## config.mk

```make
export PLATFORM = sky130hd
export DESIGN_NAME = ext_control_interrupt_bits
export DESIGN_NICKNAME = d
export VERILOG_FILES = /design/src/logic/ext_irq_pkg.sv /design/src/logic/ext_control_interrupt_bits.sv
export VERILOG_INCLUDE_DIRS = /design/src /design/src/logic
export SDC_FILE = /design/constraint.sdc
export NUM_CORES = 1
export LEC_CHECK = 0
export ABC_AREA = 1
export ABC_CLOCK_PERIOD_IN_PS = 1800
export BUFFER_PORTS_ARGS = -buffer_cell sky130_fd_sc_hd__buf_2
export CORE_ASPECT_RATIO = 0.75
export CORE_MARGIN = 2
export CORE_UTILIZATION = 41
export DETAILED_ROUTE_END_ITERATION = 12
export GPL_ROUTABILITY_DRIVEN = 0
export PLACE_DENSITY = 0.77
export SLEW_MARGIN = 30
export SYNTH_ARGS = -nofsm -noshare
export SYNTH_HDL_FRONTEND = slang
export SYNTH_SLANG_ARGS = --single-unit
```

## constraint.sdc

```tcl
create_clock -name sys_clk_in -period 1.8 [get_ports sys_clk_in]
set_clock_uncertainty 0.2 [all_clocks]
set_input_delay 0.36 -clock sys_clk_in [delete_from_list [all_inputs] [get_ports sys_clk_in]]
set_output_delay 0.36 -clock sys_clk_in [all_outputs]
set_load 0.03 [all_outputs]
```

## src/logic/ext_irq_defs.svh

```systemverilog
// Purpose: Offsets, bit positions and reset values of the interrupt bits
// Assumes: 32-bit APB, one aligned word per register
// Notes:   Definitions only
`ifndef EXT_IRQ_DEFS_SVH
`define EXT_IRQ_DEFS_SVH

// Byte offsets
`define OFS_MAIN_CTRL      8'h00
`define OFS_TEST_FEATURES  8'h10
`define OFS_EXT_CTRL_IRQ   8'h14
`define OFS_WAKE_CTRL      8'h18

// Main control register bits
`define BIT_SOFT_RESET     0
`define BIT_STOP           2
`define BIT_GLOBAL_IRQ_EN  6
`define BIT_IRQ_SUMMARY    7
`define BIT_TX_IRQ         9

// Test and features register bits
`define BIT_TX_BEGUN_MASK  2
`define BIT_TX_BEGUN_FLAG  3
`define BIT_RX_AUTO_STRIP  10

// Extended control and interrupt register bits
`define BIT_WAKE_ACCEPT    5
`define BIT_SYS_IRQ_EN     10
`define BIT_SYS_IRQ        11
`define BIT_TX_DONE_EN     12
`define BIT_TX_DONE_IRQ    13
`define BIT_LAST_TX_EN     14

// Wake control register bits
`define BIT_WAKE_DETECTED  0
`define BIT_WAKE_ACCEPT_EXT 6

// Reset values
`define RST_TX_BEGUN_MASK  1'b1
`define RST_CLEAR          1'b0

// Wake frame figures
`define WAKE_COPIES        5'h10
`define ADDR_BYTES         3'h6

`endif

```

## src/logic/ext_irq_pkg.sv

```systemverilog
// Purpose: Types shared by the interrupt bit block
// Assumes: APB with 32-bit data
// Notes:   Constants live in ext_irq_defs.svh
`default_nettype none
package ext_irq_pkg;

  typedef struct packed {
    logic        psel;
    logic        penable;
    logic        pwrite;
    logic [7:0]  paddr;
    logic [31:0] pwdata;
  } apb_req_t;

  typedef struct packed {
    logic        pready;
    logic        pslverr;
    logic [31:0] prdata;
  } apb_rsp_t;

  typedef struct packed {
    logic tx_begin;
    logic tx_done;
    logic frame_copied;
    logic desc_last_tx_irq_flag;
    logic pci_data_parity;
    logic pci_master_abort;
    logic pci_target_abort;
  } events_t;

  typedef struct packed {
    logic       sof;
    logic       valid;
    logic       eof;
    logic [7:0] data;
  } rx_byte_t;

  typedef enum logic [1:0] {
    WK_IDLE,
    WK_DEST,
    WK_PAYLOAD
  } wake_state_t;

endpackage : ext_irq_pkg
`default_nettype wire
```

## src/logic/ext_control_interrupt_bits.sv

```systemverilog
// Purpose: Transmit, system and wake-frame interrupt bits behind APB
// Assumes: All inputs synchronous to sys_clk_in; events are one-cycle pulses
// Notes:   Zero-wait APB slave, unmapped words answer with pslverr
//
// Notes on behaviour
// - Frame transmit start sets tx begun flag
// - Tx begun irq needs global enable, mask clear
// - Tx begun flag: write one clears; resets, stop
// - Resets force tx begun mask; stop keeps
// - Auto strip removes pad and FCS
// - Resets clear auto strip; stop keeps
// - Obsolete bits ignore writes, read undefined
// - Transmitter finishing frame sets tx done
// - Tx done: write one clears; resets, stop
// - Tx done enable lets it raise summary
// - Parity, master or target abort sets sysirq
// - Parity error sets it regardless of response
// - System irq with enable drives interrupt
// - System irq ignores global enable
// - System irq: write one clears; stop keeps
// - System irq enable; resets clear, stop keeps
// - Accept bit widens wake destination match
// - Wake needs sixteen consecutive station addresses
// - Effective accept is OR of two bits
// - Resets clear wake accept; stop keeps
// - Indicator bits clear by writing ones
// - Global enable gates ordinary sources
//
// The APB register port and the register addresses were chosen for this implementation.
`include "ext_irq_defs.svh"
`timescale 1ns/100ps
`default_nettype none

module ext_control_interrupt_bits (
  // Clock, reset, enable
  input  wire logic                  sys_clk_in,
  input  wire logic                  rst_in,
  input  wire logic                  clk_en_in,
  // Register bus
  input  wire ext_irq_pkg::apb_req_t apb_req_in,
  output ext_irq_pkg::apb_rsp_t      apb_rsp_out,
  // Device events
  input  wire ext_irq_pkg::events_t  events_in,
  input  wire logic                  parity_response_enable_in,
  // Receive byte stream and station address
  input  wire ext_irq_pkg::rx_byte_t rx_byte_in,
  input  wire logic [47:0]           station_phys_addr_in,
  // Controls and interrupt
  output logic                       rx_auto_strip_out,
  output logic                       stop_out,
  output logic                       wake_frame_out,
  output logic                       irq_out_n
);
  import ext_irq_pkg::*;

  // Register state
  logic        global_irq_enable_q;
  logic        stop_q;
  logic        soft_reset_q;
  logic        tx_irq_q;
  logic        tx_begun_flag_q;
  logic        tx_begun_mask_q;
  logic        rx_auto_strip_q;
  logic        last_tx_irq_enable_q;
  logic        tx_done_irq_q;
  logic        tx_done_irq_enable_q;
  logic        system_error_irq_q;
  logic        system_error_irq_enable_q;
  logic        wake_frame_addr_accept_q;
  logic        wake_frame_addr_accept_ext_q;
  logic        wake_detected_q;
  logic [31:0] prdata_q;
  logic        pslverr_q;

  // Bus decode, reset, stop, event and interrupt summary terms
  logic        wr_access;
  logic        setup_phase;
  logic        wr_main;
  logic        wr_feat;
  logic        wr_ext;
  logic        wr_wake;
  logic [31:0] wd;
  logic        clr_all;
  logic        stop_pulse;
  logic        sys_event;
  logic        ordinary_pending;
  logic        irq_summary;

  // Wake frame matcher
  wake_state_t wk_state_q;
  logic [2:0]  wk_pos_q;
  logic [4:0]  wk_copies_q;
  logic        dest_match_q;
  logic        wake_pulse;
  logic        accept_any;
  logic [7:0]  addr_byte;
  logic [7:0]  first_byte;

  function automatic logic hit(input logic [7:0] addr, input logic [7:0] ofs);
    hit = (addr == ofs);
  endfunction : hit

  function automatic logic [7:0] addr_byte_at(input logic [47:0] a, input logic [2:0] i);
    addr_byte_at = a[8 * i +: 8];
  endfunction : addr_byte_at

  assign wd          = apb_req_in.pwdata;
  assign setup_phase = apb_req_in.psel & ~apb_req_in.penable;
  assign wr_access   = apb_req_in.psel & apb_req_in.penable & apb_req_in.pwrite & clk_en_in;
  assign wr_main     = wr_access & hit(apb_req_in.paddr, `OFS_MAIN_CTRL);
  assign wr_feat     = wr_access & hit(apb_req_in.paddr, `OFS_TEST_FEATURES);
  assign wr_ext      = wr_access & hit(apb_req_in.paddr, `OFS_EXT_CTRL_IRQ);
  assign wr_wake     = wr_access & hit(apb_req_in.paddr, `OFS_WAKE_CTRL);

  // Hardware reset or the self-clearing soft reset
  assign clr_all   = rst_in | soft_reset_q;
  // System error parity term ignores the parity response enable
  assign sys_event = events_in.pci_data_parity | events_in.pci_master_abort
                   | events_in.pci_target_abort;
  // A system error forces a stop, as does writing the stop bit
  assign stop_pulse = (wr_main & wd[`BIT_STOP]) | sys_event;

  // Main control: global enable, stop, soft reset
  always_ff @(posedge sys_clk_in) begin
    if (clr_all) begin
      global_irq_enable_q <= `RST_CLEAR;
      stop_q              <= 1'b1;
      soft_reset_q        <= `RST_CLEAR;
    end else if (clk_en_in) begin
      soft_reset_q <= wr_main & wd[`BIT_SOFT_RESET];
      if (stop_pulse) begin
        stop_q              <= 1'b1;
        global_irq_enable_q <= `RST_CLEAR;
      end else if (wr_main) begin
        stop_q              <= wd[`BIT_STOP];
        global_irq_enable_q <= wd[`BIT_GLOBAL_IRQ_EN];
      end
    end
  end

  // Transmit interrupt, qualified by the last-transmit descriptor flag
  always_ff @(posedge sys_clk_in) begin
    if (clr_all) begin
      tx_irq_q <= `RST_CLEAR;
    end else if (clk_en_in) begin
      if (events_in.frame_copied &
          (~last_tx_irq_enable_q | events_in.desc_last_tx_irq_flag)) begin
        tx_irq_q <= 1'b1;
      end else if (stop_pulse) begin
        tx_irq_q <= `RST_CLEAR;
      end else if (wr_main & wd[`BIT_TX_IRQ]) begin
        tx_irq_q <= `RST_CLEAR;
      end
    end
  end

  // Test and features: transmit start flag and mask, auto strip
  always_ff @(posedge sys_clk_in) begin
    if (clr_all) begin
      tx_begun_flag_q <= `RST_CLEAR;
      tx_begun_mask_q <= `RST_TX_BEGUN_MASK;
      rx_auto_strip_q <= `RST_CLEAR;
    end else if (clk_en_in) begin
      // Set wins over a clear in the same cycle
      if (events_in.tx_begin) begin
        tx_begun_flag_q <= 1'b1;
      end else if (stop_pulse) begin
        tx_begun_flag_q <= `RST_CLEAR;
      end else if (wr_feat & wd[`BIT_TX_BEGUN_FLAG]) begin
        tx_begun_flag_q <= `RST_CLEAR;
      end
      if (wr_feat) begin
        tx_begun_mask_q <= wd[`BIT_TX_BEGUN_MASK];
        rx_auto_strip_q <= wd[`BIT_RX_AUTO_STRIP];
      end
    end
  end

  // Extended control: enables that survive stop
  always_ff @(posedge sys_clk_in) begin
    if (clr_all) begin
      last_tx_irq_enable_q      <= `RST_CLEAR;
      tx_done_irq_enable_q      <= `RST_CLEAR;
      system_error_irq_enable_q <= `RST_CLEAR;
      wake_frame_addr_accept_q  <= `RST_CLEAR;
    end else if (clk_en_in && wr_ext) begin
      last_tx_irq_enable_q      <= wd[`BIT_LAST_TX_EN];
      tx_done_irq_enable_q      <= wd[`BIT_TX_DONE_EN];
      system_error_irq_enable_q <= wd[`BIT_SYS_IRQ_EN];
      wake_frame_addr_accept_q  <= wd[`BIT_WAKE_ACCEPT];
    end
  end

  // Transmission done indicator
  always_ff @(posedge sys_clk_in) begin
    if (clr_all) begin
      tx_done_irq_q <= `RST_CLEAR;
    end else if (clk_en_in) begin
      if (events_in.tx_done) begin
        tx_done_irq_q <= 1'b1;
      end else if (stop_pulse) begin
        tx_done_irq_q <= `RST_CLEAR;
      end else if (wr_ext & wd[`BIT_TX_DONE_IRQ]) begin
        tx_done_irq_q <= `RST_CLEAR;
      end
    end
  end

  // System error indicator; stop does not clear it, so it outlives the stop it causes
  always_ff @(posedge sys_clk_in) begin
    if (clr_all) begin
      system_error_irq_q <= `RST_CLEAR;
    end else if (clk_en_in) begin
      if (sys_event) begin
        system_error_irq_q <= 1'b1;
      end else if (wr_ext & wd[`BIT_SYS_IRQ]) begin
        system_error_irq_q <= `RST_CLEAR;
      end
    end
  end

  // Wake control: extension accept bit and detected indicator
  always_ff @(posedge sys_clk_in) begin
    if (clr_all) begin
      wake_frame_addr_accept_ext_q <= `RST_CLEAR;
      wake_detected_q              <= `RST_CLEAR;
    end else if (clk_en_in) begin
      if (wr_wake) begin
        wake_frame_addr_accept_ext_q <= wd[`BIT_WAKE_ACCEPT_EXT];
      end
      if (wake_pulse) begin
        wake_detected_q <= 1'b1;
      end else if (wr_wake & wd[`BIT_WAKE_DETECTED]) begin
        wake_detected_q <= `RST_CLEAR;
      end
    end
  end

  // Wake frame matcher over the receive byte stream
  assign accept_any = wake_frame_addr_accept_q | wake_frame_addr_accept_ext_q;
  assign addr_byte  = addr_byte_at(station_phys_addr_in, wk_pos_q);
  assign first_byte = addr_byte_at(station_phys_addr_in, 3'h0);
  assign wake_pulse = clk_en_in & rx_byte_in.valid & (wk_state_q == WK_PAYLOAD)
                    & dest_match_q & (wk_copies_q == `WAKE_COPIES - 5'h1)
                    & (wk_pos_q == `ADDR_BYTES - 3'h1) & (rx_byte_in.data == addr_byte);

  always_ff @(posedge sys_clk_in) begin
    if (clr_all) begin
      wk_state_q   <= WK_IDLE;
      wk_pos_q     <= 3'h0;
      wk_copies_q  <= 5'h0;
      dest_match_q <= `RST_CLEAR;
    end else if (clk_en_in && rx_byte_in.valid) begin
      if (rx_byte_in.sof) begin
        // Destination byte 0; broadcast and multicast pass only with accept
        wk_state_q   <= WK_DEST;
        wk_pos_q     <= 3'h1;
        wk_copies_q  <= 5'h0;
        dest_match_q <= accept_any | (rx_byte_in.data == first_byte);
      end else if (rx_byte_in.eof) begin
        wk_state_q <= WK_IDLE;
      end else begin
        case (wk_state_q)
          WK_DEST: begin
            dest_match_q <= dest_match_q & (accept_any | (rx_byte_in.data == addr_byte));
            if (wk_pos_q == `ADDR_BYTES - 3'h1) begin
              wk_state_q <= WK_PAYLOAD;
              wk_pos_q   <= 3'h0;
            end else begin
              wk_pos_q <= wk_pos_q + 3'h1;
            end
          end
          WK_PAYLOAD: begin
            // A broken run restarts, possibly on this very byte
            if (rx_byte_in.data == addr_byte) begin
              if (wk_pos_q == `ADDR_BYTES - 3'h1) begin
                wk_pos_q    <= 3'h0;
                wk_copies_q <= (wk_copies_q == `WAKE_COPIES - 5'h1) ? 5'h0 : wk_copies_q + 5'h1;
              end else begin
                wk_pos_q <= wk_pos_q + 3'h1;
              end
            end else begin
              wk_copies_q <= 5'h0;
              wk_pos_q    <= (rx_byte_in.data == first_byte) ? 3'h1 : 3'h0;
            end
          end
          default: begin
            wk_pos_q <= 3'h0;
          end
        endcase
      end
    end
  end

  // Interrupt summary and output
  assign ordinary_pending = (tx_begun_flag_q & ~tx_begun_mask_q)
                          | (tx_done_irq_q & tx_done_irq_enable_q)
                          | tx_irq_q;
  assign irq_summary = ordinary_pending
                     | (system_error_irq_q & system_error_irq_enable_q);
  // System error term bypasses the global enable, which its own stop clears
  assign irq_out_n = ~((ordinary_pending & global_irq_enable_q)
                     | (system_error_irq_q & system_error_irq_enable_q));

  // Read data captured in the setup phase; obsolete bits read zero
  always_ff @(posedge sys_clk_in) begin
    if (rst_in) begin
      prdata_q  <= 32'h0;
      pslverr_q <= 1'b0;
    end else if (clk_en_in && setup_phase) begin
      prdata_q  <= 32'h0;
      pslverr_q <= 1'b0;
      case (apb_req_in.paddr)
        `OFS_MAIN_CTRL: begin
          prdata_q[`BIT_STOP]          <= stop_q;
          prdata_q[`BIT_GLOBAL_IRQ_EN] <= global_irq_enable_q;
          prdata_q[`BIT_IRQ_SUMMARY]   <= irq_summary;
          prdata_q[`BIT_TX_IRQ]        <= tx_irq_q;
        end
        `OFS_TEST_FEATURES: begin
          prdata_q[`BIT_TX_BEGUN_MASK] <= tx_begun_mask_q;
          prdata_q[`BIT_TX_BEGUN_FLAG] <= tx_begun_flag_q;
          prdata_q[`BIT_RX_AUTO_STRIP] <= rx_auto_strip_q;
        end
        `OFS_EXT_CTRL_IRQ: begin
          prdata_q[`BIT_WAKE_ACCEPT] <= wake_frame_addr_accept_q;
          prdata_q[`BIT_SYS_IRQ_EN]  <= system_error_irq_enable_q;
          prdata_q[`BIT_SYS_IRQ]     <= system_error_irq_q;
          prdata_q[`BIT_TX_DONE_EN]  <= tx_done_irq_enable_q;
          prdata_q[`BIT_TX_DONE_IRQ] <= tx_done_irq_q;
          prdata_q[`BIT_LAST_TX_EN]  <= last_tx_irq_enable_q;
        end
        `OFS_WAKE_CTRL: begin
          prdata_q[`BIT_WAKE_DETECTED]   <= wake_detected_q;
          prdata_q[`BIT_WAKE_ACCEPT_EXT] <= wake_frame_addr_accept_ext_q;
        end
        default: begin
          pslverr_q <= 1'b1;
        end
      endcase
    end
  end

  assign apb_rsp_out.pready  = 1'b1;
  assign apb_rsp_out.pslverr = pslverr_q & apb_req_in.psel & apb_req_in.penable;
  assign apb_rsp_out.prdata  = prdata_q;

  assign rx_auto_strip_out = rx_auto_strip_q;
  assign stop_out          = stop_q;
  assign wake_frame_out    = wake_detected_q;

endmodule : ext_control_interrupt_bits
`default_nettype wire

```

* Word-level counts from Yosys, hierarchy flattened
Cells that the tools add are included.
W data, S select, Z words.
** Word-level totals
- Bits in registers :: 39
- Input port bits :: 113
- Output and inout bits :: 38
- Word-level logic and storage cells :: 153
** Cells by class
- $add $sub $neg :: 2
- Equality and inequality tests :: 11
- Shift-type cells :: 1
- Multiplexer cells :: 46
- Bitwise logic cells :: 45
- Reduce and logical (&&, ||, !) cells :: 27
** Operators with widths (number)
- $shiftx A48 B7 Y8 :: 1
- $mux W5 :: 6
- $and A1 B1 Y1 :: 29
- $mux W1 :: 27
- $eq A8 B5 Y1 const B :: 3
- $reduce_and A2 Y1 :: 9
- $eq A8 B8 Y1 :: 2
- $reduce_bool A3 Y1 :: 5
- $mux W3 :: 4
- $or A1 B1 Y1 :: 12
- $reduce_bool A2 Y1 :: 5
- $logic_not A8 Y1 :: 1
- $mux W2 :: 4
- $pmux W1 S2 :: 3
- $pmux W3 S2 :: 1
- $reduce_and A3 Y1 :: 2
- $add A5 B1 Y5 const B :: 1
- $eq A5 B4 Y1 const B :: 1
- $mux W4 :: 1
- $not A1 Y1 :: 4
- $reduce_and A4 Y1 :: 1
- $reduce_or A4 Y1 :: 1
- $add A3 B1 Y3 const B :: 1
- $eq A3 B3 Y1 const B :: 1
- 5 further kinds :: 7

* Depth between registers and ports, before layout
Gate-level depths: netlist (run 1).
- Word-level depth :: 8
- Depth in mapped cells :: 18

* Worst setup path before layout (run 1)
Ideal clock, no wire load.
- Path type :: input to register
- From :: input port apb_req_in[33] (netlist bit)
- To :: register tx_irq_q
- Arrival time :: 1587 ps
- Path slack :: -120 ps
- Stages on the path :: 8
- Cell sequence :: nor3_1 -> nand2_1 -> nor4_1 -> nand2_1 -> o21ai_0 -> nand2_1 -> nand3_1 -> a21oi_1
** Between the ends
- Cells in the longest elaborated chain, start to end :: 6
** RTL lines
- start, declared :: line ext_control_interrupt_bits.sv:40 : input wire ext_irq_pkg::apb_req_t apb_req_in,
- $logic_not A8 Y1 (*) :: line ext_control_interrupt_bits.sv:100 : hit = (addr == ofs);
- $and A1 B1 Y1 (*) :: line ext_control_interrupt_bits.sv:110 : assign wr_main = wr_access & hit(apb_req_in.paddr, `OFS_MAIN_CTRL);
- $and A1 B1 Y1 :: line ext_control_interrupt_bits.sv:121 : assign stop_pulse = (wr_main & wd[`BIT_STOP]) | sys_event;
- $or A1 B1 Y1 :: line ext_control_interrupt_bits.sv:121
- $reduce_bool A3 Y1 (no line) / $mux W1 (equally long branches)
- $reduce_and A2 Y1 (no line) / $mux W1 (equally long branches)
- end signal, assigned :: line ext_control_interrupt_bits.sv:144 : tx_irq_q <= `RST_CLEAR;
- end signal, assigned :: line ext_control_interrupt_bits.sv:150 : tx_irq_q <= `RST_CLEAR;
- end signal, assigned :: line ext_control_interrupt_bits.sv:152 : tx_irq_q <= `RST_CLEAR;
- end, declared :: line ext_control_interrupt_bits.sv:60 : logic tx_irq_q;
Every way passes the cells marked *; elsewhere a longest branch is shown, timed or not.
A chain may end at the register's enable or synchronous reset.

* Worst setup path after layout (run 1)
- From :: register wk_pos_q[0]
- To :: register wk_copies_q[0]
** Between the ends
- Cells in the longest elaborated chain, start to end :: 6
** RTL lines
- start, declared :: line ext_control_interrupt_bits.sv:91 : logic [2:0] wk_pos_q;
- start signal, assigned :: line ext_control_interrupt_bits.sv:270 : wk_pos_q <= wk_pos_q + 3'h1;
- start signal, assigned :: line ext_control_interrupt_bits.sv:280 : wk_pos_q <= wk_pos_q + 3'h1;
- start signal, assigned :: line ext_control_interrupt_bits.sv:284 : wk_pos_q <= (rx_byte_in.data == first_byte) ? 3'h1 : 3'h0;
- $shiftx A48 B7 Y8 :: line ext_control_interrupt_bits.sv:104 : addr_byte_at = a[8 * i +: 8];
- $eq A8 B8 Y1 :: line ext_control_interrupt_bits.sv:275 : if (rx_byte_in.data == addr_byte) begin
- $mux W5 :: line ext_control_interrupt_bits.sv:275
- $mux W5 :: line ext_control_interrupt_bits.sv:263 : case (wk_state_q)
- $mux W5 :: line ext_control_interrupt_bits.sv:260 : end else if (rx_byte_in.eof) begin
- $mux W5 :: line ext_control_interrupt_bits.sv:254 : if (rx_byte_in.sof) begin
- end signal, assigned :: line ext_control_interrupt_bits.sv:278 : wk_copies_q <= (wk_copies_q == `WAKE_COPIES - 5'h1) ? 5'h0 : wk_copies_q + 5'h1;
- end, declared :: line ext_control_interrupt_bits.sv:92 : logic [4:0] wk_copies_q;
Parallel ways exist; a longest one is shown, timed or not. The select of a mux whose other input is x is not followed.

==> results of run 1 <==
==> layout make-up <==
cell class / count / area [µm²]
Fill cell: 634 / 2860
Timing Repair Buffer: 148 / 895
Multi-Input combinational cell: 356 / 1730
Inverter: 66 / 253
Tap cell: 84 / 105
Clock inverter: 3 / 67.6
Sequential cell: 39 / 790
Clock buffer: 5 / 68.8
==> registers in the layout, indices dropped and copies added, names as in the netlist, 2 cells and up <==
register,cells
prdata_q,12
wk_copies_q,5
wk_pos_q,3
wk_state_q,2
==> layer usage <==
layer  global-route usage [%]  up-vias  part of all wire (%)  wire length, µm
li1                         -     1735                     -                -
met1                     27.5     1526                    46             3700
met2                     34.4      113                    47             3800
met3                     3.21       16                   6.1              496
met4                     3.56        0                  0.76               61
met5                        0        -                     0                0
==> worst max-delay path: cells and delay by family, from the launching register on <==
family,cells,cell delay [ns]
flip-flops,1,0.40
AND/OR/NAND/NOR,15,1.09
buffers and inverters,3,0.24
==> report_power, final <==
| group | total, W | switching, W | internal [W] | leakage [nW] |
|---|---|---|---|---|
| registers | 0.000910 | 0.0000223 | 0.000888 | 0.319 |
| clock network | 0.000872 | 0.000319 | 0.000553 | 0.0644 |
| logic | 0.000547 | 0.000323 | 0.000224 | 1.73 |
==> cell families after synthesis <==
logic type | after synthesis | synth area share (%)
AND/OR/NAND/NOR | 249 | 37.1
buffers and inverters | 97 | 16.7
AO/OA/AOI/OAI | 74 | 14.3
flip-flops | 39 | 27.6
XOR/XNOR | 9 | 2.78
adder cells (fa/ha/maj) | 3 | 1.33
other | 2 | 0.265
==> stage by stage <==
stage               hold WS, ns  setup TNS [ns]  worst slack [ns]  utilization [%]
finish                   0.0980           -1.96            -0.252             57.8
global route              0.106           -3.74            -0.395             57.8
CTS                      0.0992           -1.76            -0.213             56.4
detailed placement        0.245           -4.07            -0.257             53.6
global placement          0.230           -2.82            -0.261             53.6
floorplan                 0.223          -0.202           -0.0452                -
==> Yosys cell counts, drive strengths merged <==
master / number / area, µm²
a221oi: 1 / 8.76
inv: 66 / 248
nand4: 6 / 37.5
o22ai: 1 / 6.26
conb: 2 / 7.51
clkbuf: 4 / 15.0
nand3: 26 / 135
ha: 3 / 37.5
nor2: 51 / 206
a31oi: 2 / 12.5
xor2: 6 / 52.6
or2: 1 / 6.26
buf: 27 / 209
nor4: 2 / 12.5
o31ai: 2 / 15.0
nor3: 6 / 35.0
a21oi: 29 / 145
o211ai: 3 / 22.5
dfxtp: 39 / 781
o311ai: 1 / 8.76
o21ai: 33 / 169
a21boi: 1 / 7.51
nand3b: 6 / 45.0
xnor2: 3 / 26.3
a31o: 1 / 8.76
nand2: 151 / 574
==> worst max-delay path by stage <==
stage | startpoint | end | slack (ns) | cells after the start
CTS | wk_pos_q[0]$_SDFFE_PP0P_ | wk_copies_q[0]$_SDFFE_PP0P_ | -0.21 | 17
global route | wk_pos_q[0]$_SDFFE_PP0P_ | wk_pos_q[0]$_SDFFE_PP0P_ | -0.40 | 19
global placement | apb_req_in[33] | tx_irq_q$_SDFFE_PP0P_ | -0.26 | 9
finish | wk_pos_q[0]$_SDFFE_PP0P_ | wk_copies_q[0]$_SDFFE_PP0P_ | -0.25 | 18
floorplan | wk_pos_q[0]$_SDFFE_PP0P_ | wk_copies_q[0]$_SDFFE_PP0P_ | -0.05 | 16
detailed placement | apb_req_in[33] | tx_done_irq_q$_SDFFE_PP0P_ | -0.26 | 9
==> layout by cell type (no fill, tap or decap), types with 20 or more instances in the layout <==
cell type                   n
sky130_fd_sc_hd__nand2_1  140
sky130_fd_sc_hd__buf_2    106
sky130_fd_sc_hd__inv_1     59
sky130_fd_sc_hd__nor2_1    45
sky130_fd_sc_hd__buf_4     36
sky130_fd_sc_hd__dfxtp_1   34
sky130_fd_sc_hd__a21oi_1   28
sky130_fd_sc_hd__nand3_1   25
sky130_fd_sc_hd__conb_1    21
sky130_fd_sc_hd__o21ai_0   20
==> repair_timing <==
item / CTS / global route
endpoints found under the setup margin: 11 / 20
buffers inserted: 2 / 1
resized for setup: 15 / 19
cloned: 0 / 1
endpoints found under the hold margin: 0 / 0
pin swaps: 4 / 8
==> flow_summary_export.csv, run 1 <==
group,metric,value,unit
timing,timing_worst_slew_pin_value,0.551,ns
timing,rsz0062_at_grt,"true",
worst_setup_path,max_stage_delay,0.40,ns
worst_setup_path,timing.setup.critical_path_class,"reg2reg",
drt,via_count,3390,
worst_setup_path,timing.reg2reg.setup_slack,-0.25,ns
synthesis,synth_seq_cells,39,
cts,clk_root_buf,"sky130_fd_sc_hd__clkbuf_8",
global_routing,track_usage,20.2,%
timing,finalCritPeriodShare,114,%
synthesis,yosysUniqueCellTypes,35,
global_routing,largest_net_degree_at_the_start_of_global_routing,17,
drt,wl_cell,11.5,µm
placed_design,portBuffers,107,
power,static-leakage-power,2.11,nW
worst_setup_path,critical_path.most_common_cell,"sky130_fd_sc_hd__nand2_1",
floorplanning,die_height,76.0,µm
timing,final-max-slew-violation-count,0,
cts,holdBufCountCts,0,
synthesis,yosysSeqAreaShare,27.6,%
cts,clkSlewWorstSetupHoldPaths,0.08,ns
layout,final_net_count,732,
flow_run,timing.max_cap.violations,0,
hold_path,min_delay_worst_endpoint,"tx_done_irq_enable_q$_SDFFE_PP0P_",
timing,fmax,0.487,GHz
layout,postLayoutCellArea,3910,µm²
timing,slew_headroom,62.9,%
layout,layout_cells_sized_above_1,31.4,%
cts,cts_made_buffers,5,
synthesis,syn_avg_cell_area,5.99,µm²
run_status,result_of_the_run,"complete, but fails checks",
layout,layout-area-overhead-vs-synth,38.1,%
hold_path,min_path_type,"in2reg",
worst_setup_path,critical_path_required,1.79,ns
cts,clockBufferDepth,2,
floorplanning,die_area,7600,µm²
timing,finalSetupViolCount,11,
synthesis,post_synth_inst_count,473,
global_routing,grt_first_pass_wirelength,13000,µm
worst_setup_path,regToRegStartpoint,"wk_pos_q[0]$_SDFFE_PP0P_",
synthesis,synthesis.area,2830,µm²
global_routing,grt.overflow.total,0,
power,power.total,0.00233,W
cts,clock_tree_from_tritoncts,"done",
placed_design,dpl.hpwl,6360,µm
timing,timing.final.hold_violations,0,
timing,final.min_clock_period,2.05,ns
worst_setup_path,worst_ep_arrival_time,2.05,ns
worst_setup_path,r2r.worst_path.cells,18,
run_status,violated_checks,"negative setup slack",
hold_path,worstHoldPathCells,3,
floorplanning,core_area,6770,µm²
power,irDropWorstVdd,0.455,mV
worst_setup_path,critical_path.max_fanout,8,
worst_setup_path,cp-end-kind,"register",
global_routing,antenna_found_initial,0,
cts,clock-sinks,39,
synthesis,ys_warn_count,0,
cts,clkLatencyLatePin,0.30,ns
layout,antenna_cells,0,
drt,number_of_detailed_routing_iterations_run_before_antenna_repair,5,
global_routing,grt_pass1_vias,3038,
timing,post-route-worst-setup-slack,-0.252,ns
floorplanning,ports,151,
drt,drcViolationCount,0,
worst_setup_path,regToRegEndpoint,"wk_copies_q[0]$_SDFFE_PP0P_",
placed_design,numPlacedInstances,689,
worst_setup_path,worst_setup_path_start_kind,"register",
worst_setup_path,critPathSlowestCell,"sky130_fd_sc_hd__dfxtp_4",
worst_setup_path,timing.critical_path.cells,"inv_6, buf_6, nand2_4, nand2_2, nand2_1, nand2_1, nand2_1, nand2_1, nand2_1, nand2_1, inv_1, nand2_2, nor2_4, nand4_1, nand3_4, nand2_1, nand2_1, nor2_1",
drt,final_antenna_net_count,0,
hold_path,holdCritStartpoint,"apb_req_in[12]",
floorplanning,row_count,26,
drt,drt_wl_total,8070,µm
placed_design,cell_area_after_placement,3630,µm²
layout,post_layout_nonfiller_instances,701,
floorplanning,initial_core_utilization,41.9,%
power,p_per_area,596,nW/µm²
drt,detail_route.vias_per_cell,4.84,
drt,detail_route.iter0.violations,221,
cts,htree_levels,2,
floorplanning,die_width,100,µm
Note: power is estimated with default switching activity, not from simulation.
==> run 2: changes to the inputs <==
Settings changed: CORE_UTILIZATION 41 to 25, PLACE_DENSITY 0.77 to default.
==> run 2 against run 1 <==
  * The run still ends with negative setup slack left
  * Clock power is 17% higher
  * Non-clock buffer count did not move
  * Die area increased by 61%
  * Register-to-register slack worse by 0.03 ns
==> flow_summary_export.csv, run 2 (synthesis results as in run 1) <==
group,metric,value,unit
cts,clock_tree_from_tritoncts,"done",
floorplanning,die_height,96.2,µm
drt,final_antenna_net_count,0,
drt,drcViolationCount,0,
timing,finalCritPeriodShare,116,%
power,p_per_area,606,nW/µm²
floorplanning,core_area,11000,µm²
worst_setup_path,regToRegStartpoint,"wk_pos_q[1]$_SDFFE_PP0P_",
layout,multiInputGateArea,1770,µm²
worst_setup_path,critical_path_required,1.77,ns
timing,final.min_clock_period,2.08,ns
worst_setup_path,timing.critical_path.buf_inv,2,
power,power.total,0.00247,W
floorplanning,die_width,127,µm
layout,largest_register_ff_count,12,
drt,drt_wl_total,9010,µm
power,irDropWorstVdd,0.419,mV
layout,regMostFlops,"prdata_q",
worst_setup_path,critPathSlowestCell,"sky130_fd_sc_hd__dfxtp_4",
flow_run,timing.max_cap.violations,0,
drt,wl_cell,11.9,µm
layout,filler_cell_count,1177,
power,netSwitchingFraction,27.5,%
floorplanning,die_area,12200,µm²
timing,fmax,0.480,GHz
cts,clock-sinks,39,
drt,top_signal_layer_used,"met4",
drt,number_of_detailed_routing_iterations_run_before_antenna_repair,4,
worst_setup_path,crit_cells,14,
worst_setup_path,crit_path_start,"wk_pos_q[1]$_SDFFE_PP0P_",
layout,layout_top_registers,"prdata_q: 12 flops, wk_copies_q: 5 flops, wk_pos_q: 3 flops",
worst_setup_path,critical_path.max_fanout,8,
worst_setup_path,timing.critical_path.cells,"nor2_4, clkinvlp_4, nor2_1, o21ai_1, nand2_1, nand2_1, nand2_1, nand2_2, nor2_4, nand4_1, nand3_4, nand2_1, inv_1, nor2_1",
worst_setup_path,timing.reg2reg.setup_slack,-0.28,ns
placed_design,dpl.hpwl,7020,µm
power,power.internal,0.00179,W
floorplanning,ports,151,
timing,finalSetupViolCount,11,
global_routing,grt_first_pass_wirelength,13800,µm
global_routing,largest_net_degree_at_the_start_of_global_routing,29,
drt,met2_wirelength,4380,µm
drt,detail_route.iter0.violations,172,
drt,wl_met1,4140,µm
cts,clkLatencyLatePin,0.27,ns
global_routing,grt_pass1_vias,3099,
run_status,violated_checks,"negative setup slack",
global_routing,antenna_found_initial,0,
power,power.clock.fraction,41.2,%
timing,final-max-slew-violation-count,0,
cts,clk_root_buf,"sky130_fd_sc_hd__clkbuf_16",
worst_setup_path,critical_path.most_common_cell,"sky130_fd_sc_hd__nand2_1",
worst_setup_path,timing.critical_path.max_delay_family,"simple AND/OR/NAND/NOR gates",
layout,layout_cells_sized_above_1,32.7,%
timing,timing_worst_slew_pin_value,0.517,ns
drt,wl_met3,402,µm
layout,final_common_cell,"sky130_fd_sc_hd__nand2_1",
layout,ff_latch_area,796,µm²
drt,via_count,3404,
global_routing,grt.overflow.total,0,
layout,layout-area-overhead-vs-synth,43.9,%
power,static-leakage-power,2.14,nW
cts,clkSlewWorstSetupHoldPaths,0.06,ns
worst_setup_path,regToRegEndpoint,"wk_copies_q[2]$_SDFFE_PP0P_",
hold_path,min_path_type,"in2reg",
cts,htree_levels,2,
cts,holdBufCountCts,0,
global_routing,track_usage,13.8,%
run_status,result_of_the_run,"complete, but fails checks",
timing,hold_slack,0.125,ns
timing,rsz0062_at_grt,"true",
power,share_comb_of_total_power,22.0,%
worst_setup_path,worst_setup_path_start_kind,"register",
worst_setup_path,worst_ep_arrival_time,2.05,ns
timing,post-route-worst-setup-slack,-0.285,ns
timing,timing.final.hold_violations,0,
worst_setup_path,max_stage_delay,0.36,ns
worst_setup_path,timing.setup.critical_path_class,"reg2reg",
cts,cts_made_buffers,5,
timing,slew_headroom,65.2,%
floorplanning,row_count,33,
placed_design,portBuffers,107,
floorplanning,initial_core_utilization,25.8,%
worst_setup_path,r2r.worst_path.cells,14,
worst_setup_path,cp-end-kind,"register",
drt,detail_route.vias_per_cell,4.49,
worst_setup_path,setup.worst_path.end,"wk_copies_q[2]$_SDFFE_PP0P_",
power,pwr-share-seq,36.8,%
layout,antenna_cells,0,
layout,final_net_count,733,
layout,commonest_cells_after_routing_fill_and_taps_aside,"143 x sky130_fd_sc_hd__nand2_1, 106 x sky130_fd_sc_hd__buf_2, 57 x sky130_fd_sc_hd__inv_1, 44 x sky130_fd_sc_hd__nor2_1, 36 x sky130_fd_sc_hd__buf_4",
power,netSwitchingPower,0.000679,W
cts,clockBufferDepth,2,
run 2: cell count changes in the layout (fill, tap and decap cells not counted), moves of 2 or more:
cell / change
sky130_fd_sc_hd__clkbuf_16: +4
sky130_fd_sc_hd__clkbuf_8: -4
sky130_fd_sc_hd__nand3_1: -4
sky130_fd_sc_hd__nand3_2: +4
sky130_fd_sc_hd__nand2_1: +3
sky130_fd_sc_hd__dfxtp_4: +2
sky130_fd_sc_hd__inv_1: -2
sky130_fd_sc_hd__nand2_2: -2
run 2: power groups by stage:
stage          Clock [W]  Sequential (W)  Combinational (W)
3_3_place_gp           0        0.000927           0.000498
5_1_grt          0.00108        0.000912           0.000604
3_5_place_dp           0        0.000928           0.000506
4_1_cts          0.00104        0.000910           0.000530
2_1_floorplan          0        0.000939           0.000326
6_report         0.00102        0.000910           0.000543
run 2: per-layer routing:
| layer | vias up | global-route usage [%] |
|---|---|---|
| li1 | 1740 | - |
| met1 | 1572 | 18.5 |
| met2 | 84 | 23.7 |
| met3 | 8 | 2.22 |
| met4 | 0 | 2.84 |
| met5 | - | 0 |
run 2: final cells by class:
type	count	area share, %
clock inverters	2	0.859
inverters	66	6.26
flip-flops and latches	39	19.5
well taps	140	4.30
clock buffers	6	3.41
repair inverters	1	0.184
repair buffers	148	22.1
multi-input cells	356	43.3
run 2: how the worst min path moves through the flow:
stage / start / end / slack [ns] / cells after the start
after floorplan: wk_copies_q[4]$_SDFFE_PP0P_ / wk_copies_q[4]$_SDFFE_PP0P_ / 0.22 / 2
after global placement: wk_copies_q[4]$_SDFFE_PP0P_ / wk_copies_q[4]$_SDFFE_PP0P_ / 0.23 / 2
after detailed placement: wk_copies_q[4]$_SDFFE_PP0P_ / wk_copies_q[4]$_SDFFE_PP0P_ / 0.23 / 2
after CTS: events_in[5] / tx_done_irq_q$_SDFFE_PP0P_ / 0.12 / 3
after global routing: events_in[5] / tx_done_irq_q$_SDFFE_PP0P_ / 0.12 / 3
final: events_in[5] / tx_done_irq_q$_SDFFE_PP0P_ / 0.12 / 3
run 2: tightest hold or removal path, stage by stage:
cell,delay (ns)
sky130_fd_sc_hd__buf_2,0.10
sky130_fd_sc_hd__nand2_1,0.05
sky130_fd_sc_hd__a21oi_1,0.06
run 2: through the flow:
step	TNS, ns	cells	instance area [µm²]	setup WS [ns]	utilization, %
2_1_floorplan	-0.202	492	2920	-0.0452	-
3_5_place_dp	-3.53	739	3670	-0.224	33.4
4_1_cts	-1.93	750	3920	-0.239	35.7
5_1_grt	-3.95	758	4080	-0.432	37.1
3_3_place_gp	-3.12	739	3670	-0.221	33.4
6_report	-2.55	758	4080	-0.285	37.1
run 2: timing repair:
item                                   4_1_cts  5_1_grt
setup endpoints to repair                   11       18
buffers inserted                             2        7
pin swaps                                    4        8
gates resized for setup                     17       28
endpoints found under the hold margin        0        0
cloned                                       1        1
==> run 3: changes to the inputs <==
Settings changed: REMOVE_ABC_BUFFERS from default to 1.
==> run 3 against run 2 <==
  * Worst setup slack better by 0.053 ns
  * Routed wire length shrank 2.6%
  * The flow still finishes with violations (negative setup slack)
  * Critical path depth increased by 3
  * Utilization increased by 0.40 points
  * Sequential cell count unchanged
  * Total power is 3.2% lower
  * Final area increased by 1.1%
  * Combinational power grew 3%
  * Cell count rose by 1.6%
==> flow_summary_export.csv, run 3 (synthesis results as in run 1) <==
group,metric,value,unit
run_status,result_of_the_run,"complete, but fails checks",
run_status,violated_checks,"negative setup slack",
power,static-leakage-power,2.19,nW
placed_design,cell_area_after_placement,3730,µm²
worst_setup_path,timing.critical_path.cells,"inv_6, buf_4, nand2_1, nand3_1, nand2_1, nand2_1, nand2_1, nand2_1, nand2_1, nand2_2, nor2_4, nand2_4, inv_2, nand2_2, nor2_1, o21ai_1, nor2_1",
layout,layout-area-overhead-vs-synth,45.5,%
global_routing,grt_pass1_vias,3094,
floorplanning,core_area,11000,µm²
global_routing,grt.overflow.total,0,
global_routing,track_usage,13.5,%
worst_setup_path,timing.critical_path.max_delay_family,"simple AND/OR/NAND/NOR gates",
drt,detail_route.iter0.violations,146,
layout,ff_latch_area,787,µm²
cts,htree_levels,2,
floorplanning,ports,151,
worst_setup_path,critical_path_required,1.81,ns
floorplanning,die_width,127,µm
placed_design,dpl.hpwl,6950,µm
drt,final_antenna_net_count,0,
layout,multiInputGateArea,1760,µm²
cts,clock-sinks,39,
drt,wl_cell,11.4,µm
worst_setup_path,critical_path.max_fanout,7,
timing,final-max-slew-violation-count,0,
layout,commonest_cells_after_routing_fill_and_taps_aside,"137 x sky130_fd_sc_hd__nand2_1, 106 x sky130_fd_sc_hd__buf_2, 57 x sky130_fd_sc_hd__inv_1, 50 x sky130_fd_sc_hd__buf_4, 44 x sky130_fd_sc_hd__nor2_1",
cts,clock_tree_from_tritoncts,"done",
layout,antenna_cells,0,
drt,drcViolationCount,0,
placed_design,placement.setup.worst_slack,-0.333,ns
worst_setup_path,max_stage_delay,0.40,ns
cts,cts_made_buffers,5,
hold_path,holdCritStartpoint,"apb_req_in[12]",
placed_design,portBuffers,107,
timing,fin_tns_setup,-2.08,ns
drt,via_count,3377,
timing,finalCritPeriodShare,113,%
cts,clk_root_buf,"sky130_fd_sc_hd__clkbuf_16",
timing,timing_worst_slew_pin_value,0.515,ns
worst_setup_path,worst_ep_arrival_time,2.04,ns
worst_setup_path,timing.critical_path.buf_inv,3,
layout,largest_register_ff_count,12,
timing,finalSetupViolCount,11,
flow_run,timing.max_cap.violations,0,
power,power.total,0.00239,W
floorplanning,die_area,12200,µm²
timing,timing.final.hold_violations,0,
worst_setup_path,critical_path.most_common_cell,"sky130_fd_sc_hd__nand2_1",
timing,slew_headroom,65.3,%
timing,rsz0062_at_grt,"true",
drt,detail_route.vias_per_cell,4.39,
drt,number_of_detailed_routing_iterations_run_before_antenna_repair,4,
layout,layout_top_registers,"prdata_q: 12 flops, wk_copies_q: 5 flops, wk_pos_q: 3 flops",
timing,final.min_clock_period,2.03,ns
drt,drt_wl_total,8770,µm
timing,hold_slack,0.130,ns
timing,post-route-worst-setup-slack,-0.231,ns
cts,clockBufferDepth,2,
layout,regMostFlops,"prdata_q",
global_routing,largest_net_degree_at_the_start_of_global_routing,29,
floorplanning,die_height,96.2,µm
worst_setup_path,timing.setup.critical_path_class,"reg2reg",
timing,fmax,0.492,GHz
layout,final_net_count,745,
floorplanning,initial_core_utilization,25.8,%
worst_setup_path,critPathSlowestCell,"sky130_fd_sc_hd__dfxtp_4",
global_routing,antenna_found_initial,0,
hold_path,min_path_type,"in2reg",
layout,postLayoutCellArea,4120,µm²
cts,clkSlewWorstSetupHoldPaths,0.06,ns
layout,layout_cells_sized_above_1,34.0,%
global_routing,grt_first_pass_wirelength,13600,µm
cts,clkLatencyLatePin,0.28,ns
layout,final_common_cell,"sky130_fd_sc_hd__nand2_1",
worst_setup_path,regToRegStartpoint,"wk_pos_q[0]$_SDFFE_PP0P_",
worst_setup_path,crit_path_start,"wk_pos_q[0]$_SDFFE_PP0P_",
floorplanning,row_count,33,
layout,filler_cell_count,1161,
worst_setup_path,cp-end-kind,"register",
worst_setup_path,worst_setup_path_start_kind,"register",
power,irDropWorstVdd,0.400,mV
power,p_per_area,580,nW/µm²
## run 3: metrics by stage
stage	util (%)	instances
3_5_place_dp	33.9	751
6_report	37.5	770
3_3_place_gp	33.9	751
4_1_cts	36.3	768
2_1_floorplan	-	461
5_1_grt	37.5	770
## run 3: final cells by class
type                    count  share of cell area (%)
repair buffers            161                    23.9
flip-flops and latches     39                    19.1
inverters                  66                    6.13
well taps                 140                    4.25
multi-input cells         356                    42.8
clock buffers               8                    3.80
## run 3: tightest hold or removal path, cell delays in order
cell and delay (ns):
sky130_fd_sc_hd__buf_2 0.08, sky130_fd_sc_hd__nor2_1 0.04, sky130_fd_sc_hd__nor2_1 0.09
## run 3: timing repair
| item | in CTS | in global routing |
|---|---|---|
| setup endpoints to repair | 15 | 23 |
| buffers inserted | 8 | 1 |
| gates resized for setup | 17 | 30 |
| gates cloned | 1 | 1 |
| pin swaps | 7 | 12 |
| hold buffers | 0 | 0 |
## run 3: report_power, final
| group | internal, W | leakage (nW) | switching (W) | total, W |
|---|---|---|---|---|
| Clock | 0.000590 | 0.0772 | 0.000333 | 0.000922 |
| Sequential | 0.000889 | 0.319 | 0.0000218 | 0.000911 |
| Combinational | 0.000230 | 1.79 | 0.000328 | 0.000558 |
| Total | 0.00171 | 2.19 | 0.000682 | 0.00239 |
## run 3: worst paths after layout
check	end	slack [ns]	cells past startpoint
worst max-delay path	wk_copies_q[3]$_SDFFE_PP0P_	-0.23	17
worst max register to register	wk_copies_q[3]$_SDFFE_PP0P_	-0.23	17
worst min register to register	wk_copies_q[4]$_SDFFE_PP0P_	0.26	2
worst min-delay path	tx_done_irq_enable_q$_SDFFE_PP0P_	0.13	3
## run 3: routing by layer
| metal | vias to the layer above | global-route usage (%) | part of all wire [%] |
|---|---|---|---|
| li1 | 1763 | - | - |
| met1 | 1539 | 18.3 | 49 |
| met2 | 65 | 22.9 | 46 |
| met3 | 10 | 1.89 | 3.9 |
| met4 | 0 | 3.21 | 1.5 |
| met5 | - | 0 | 0 |
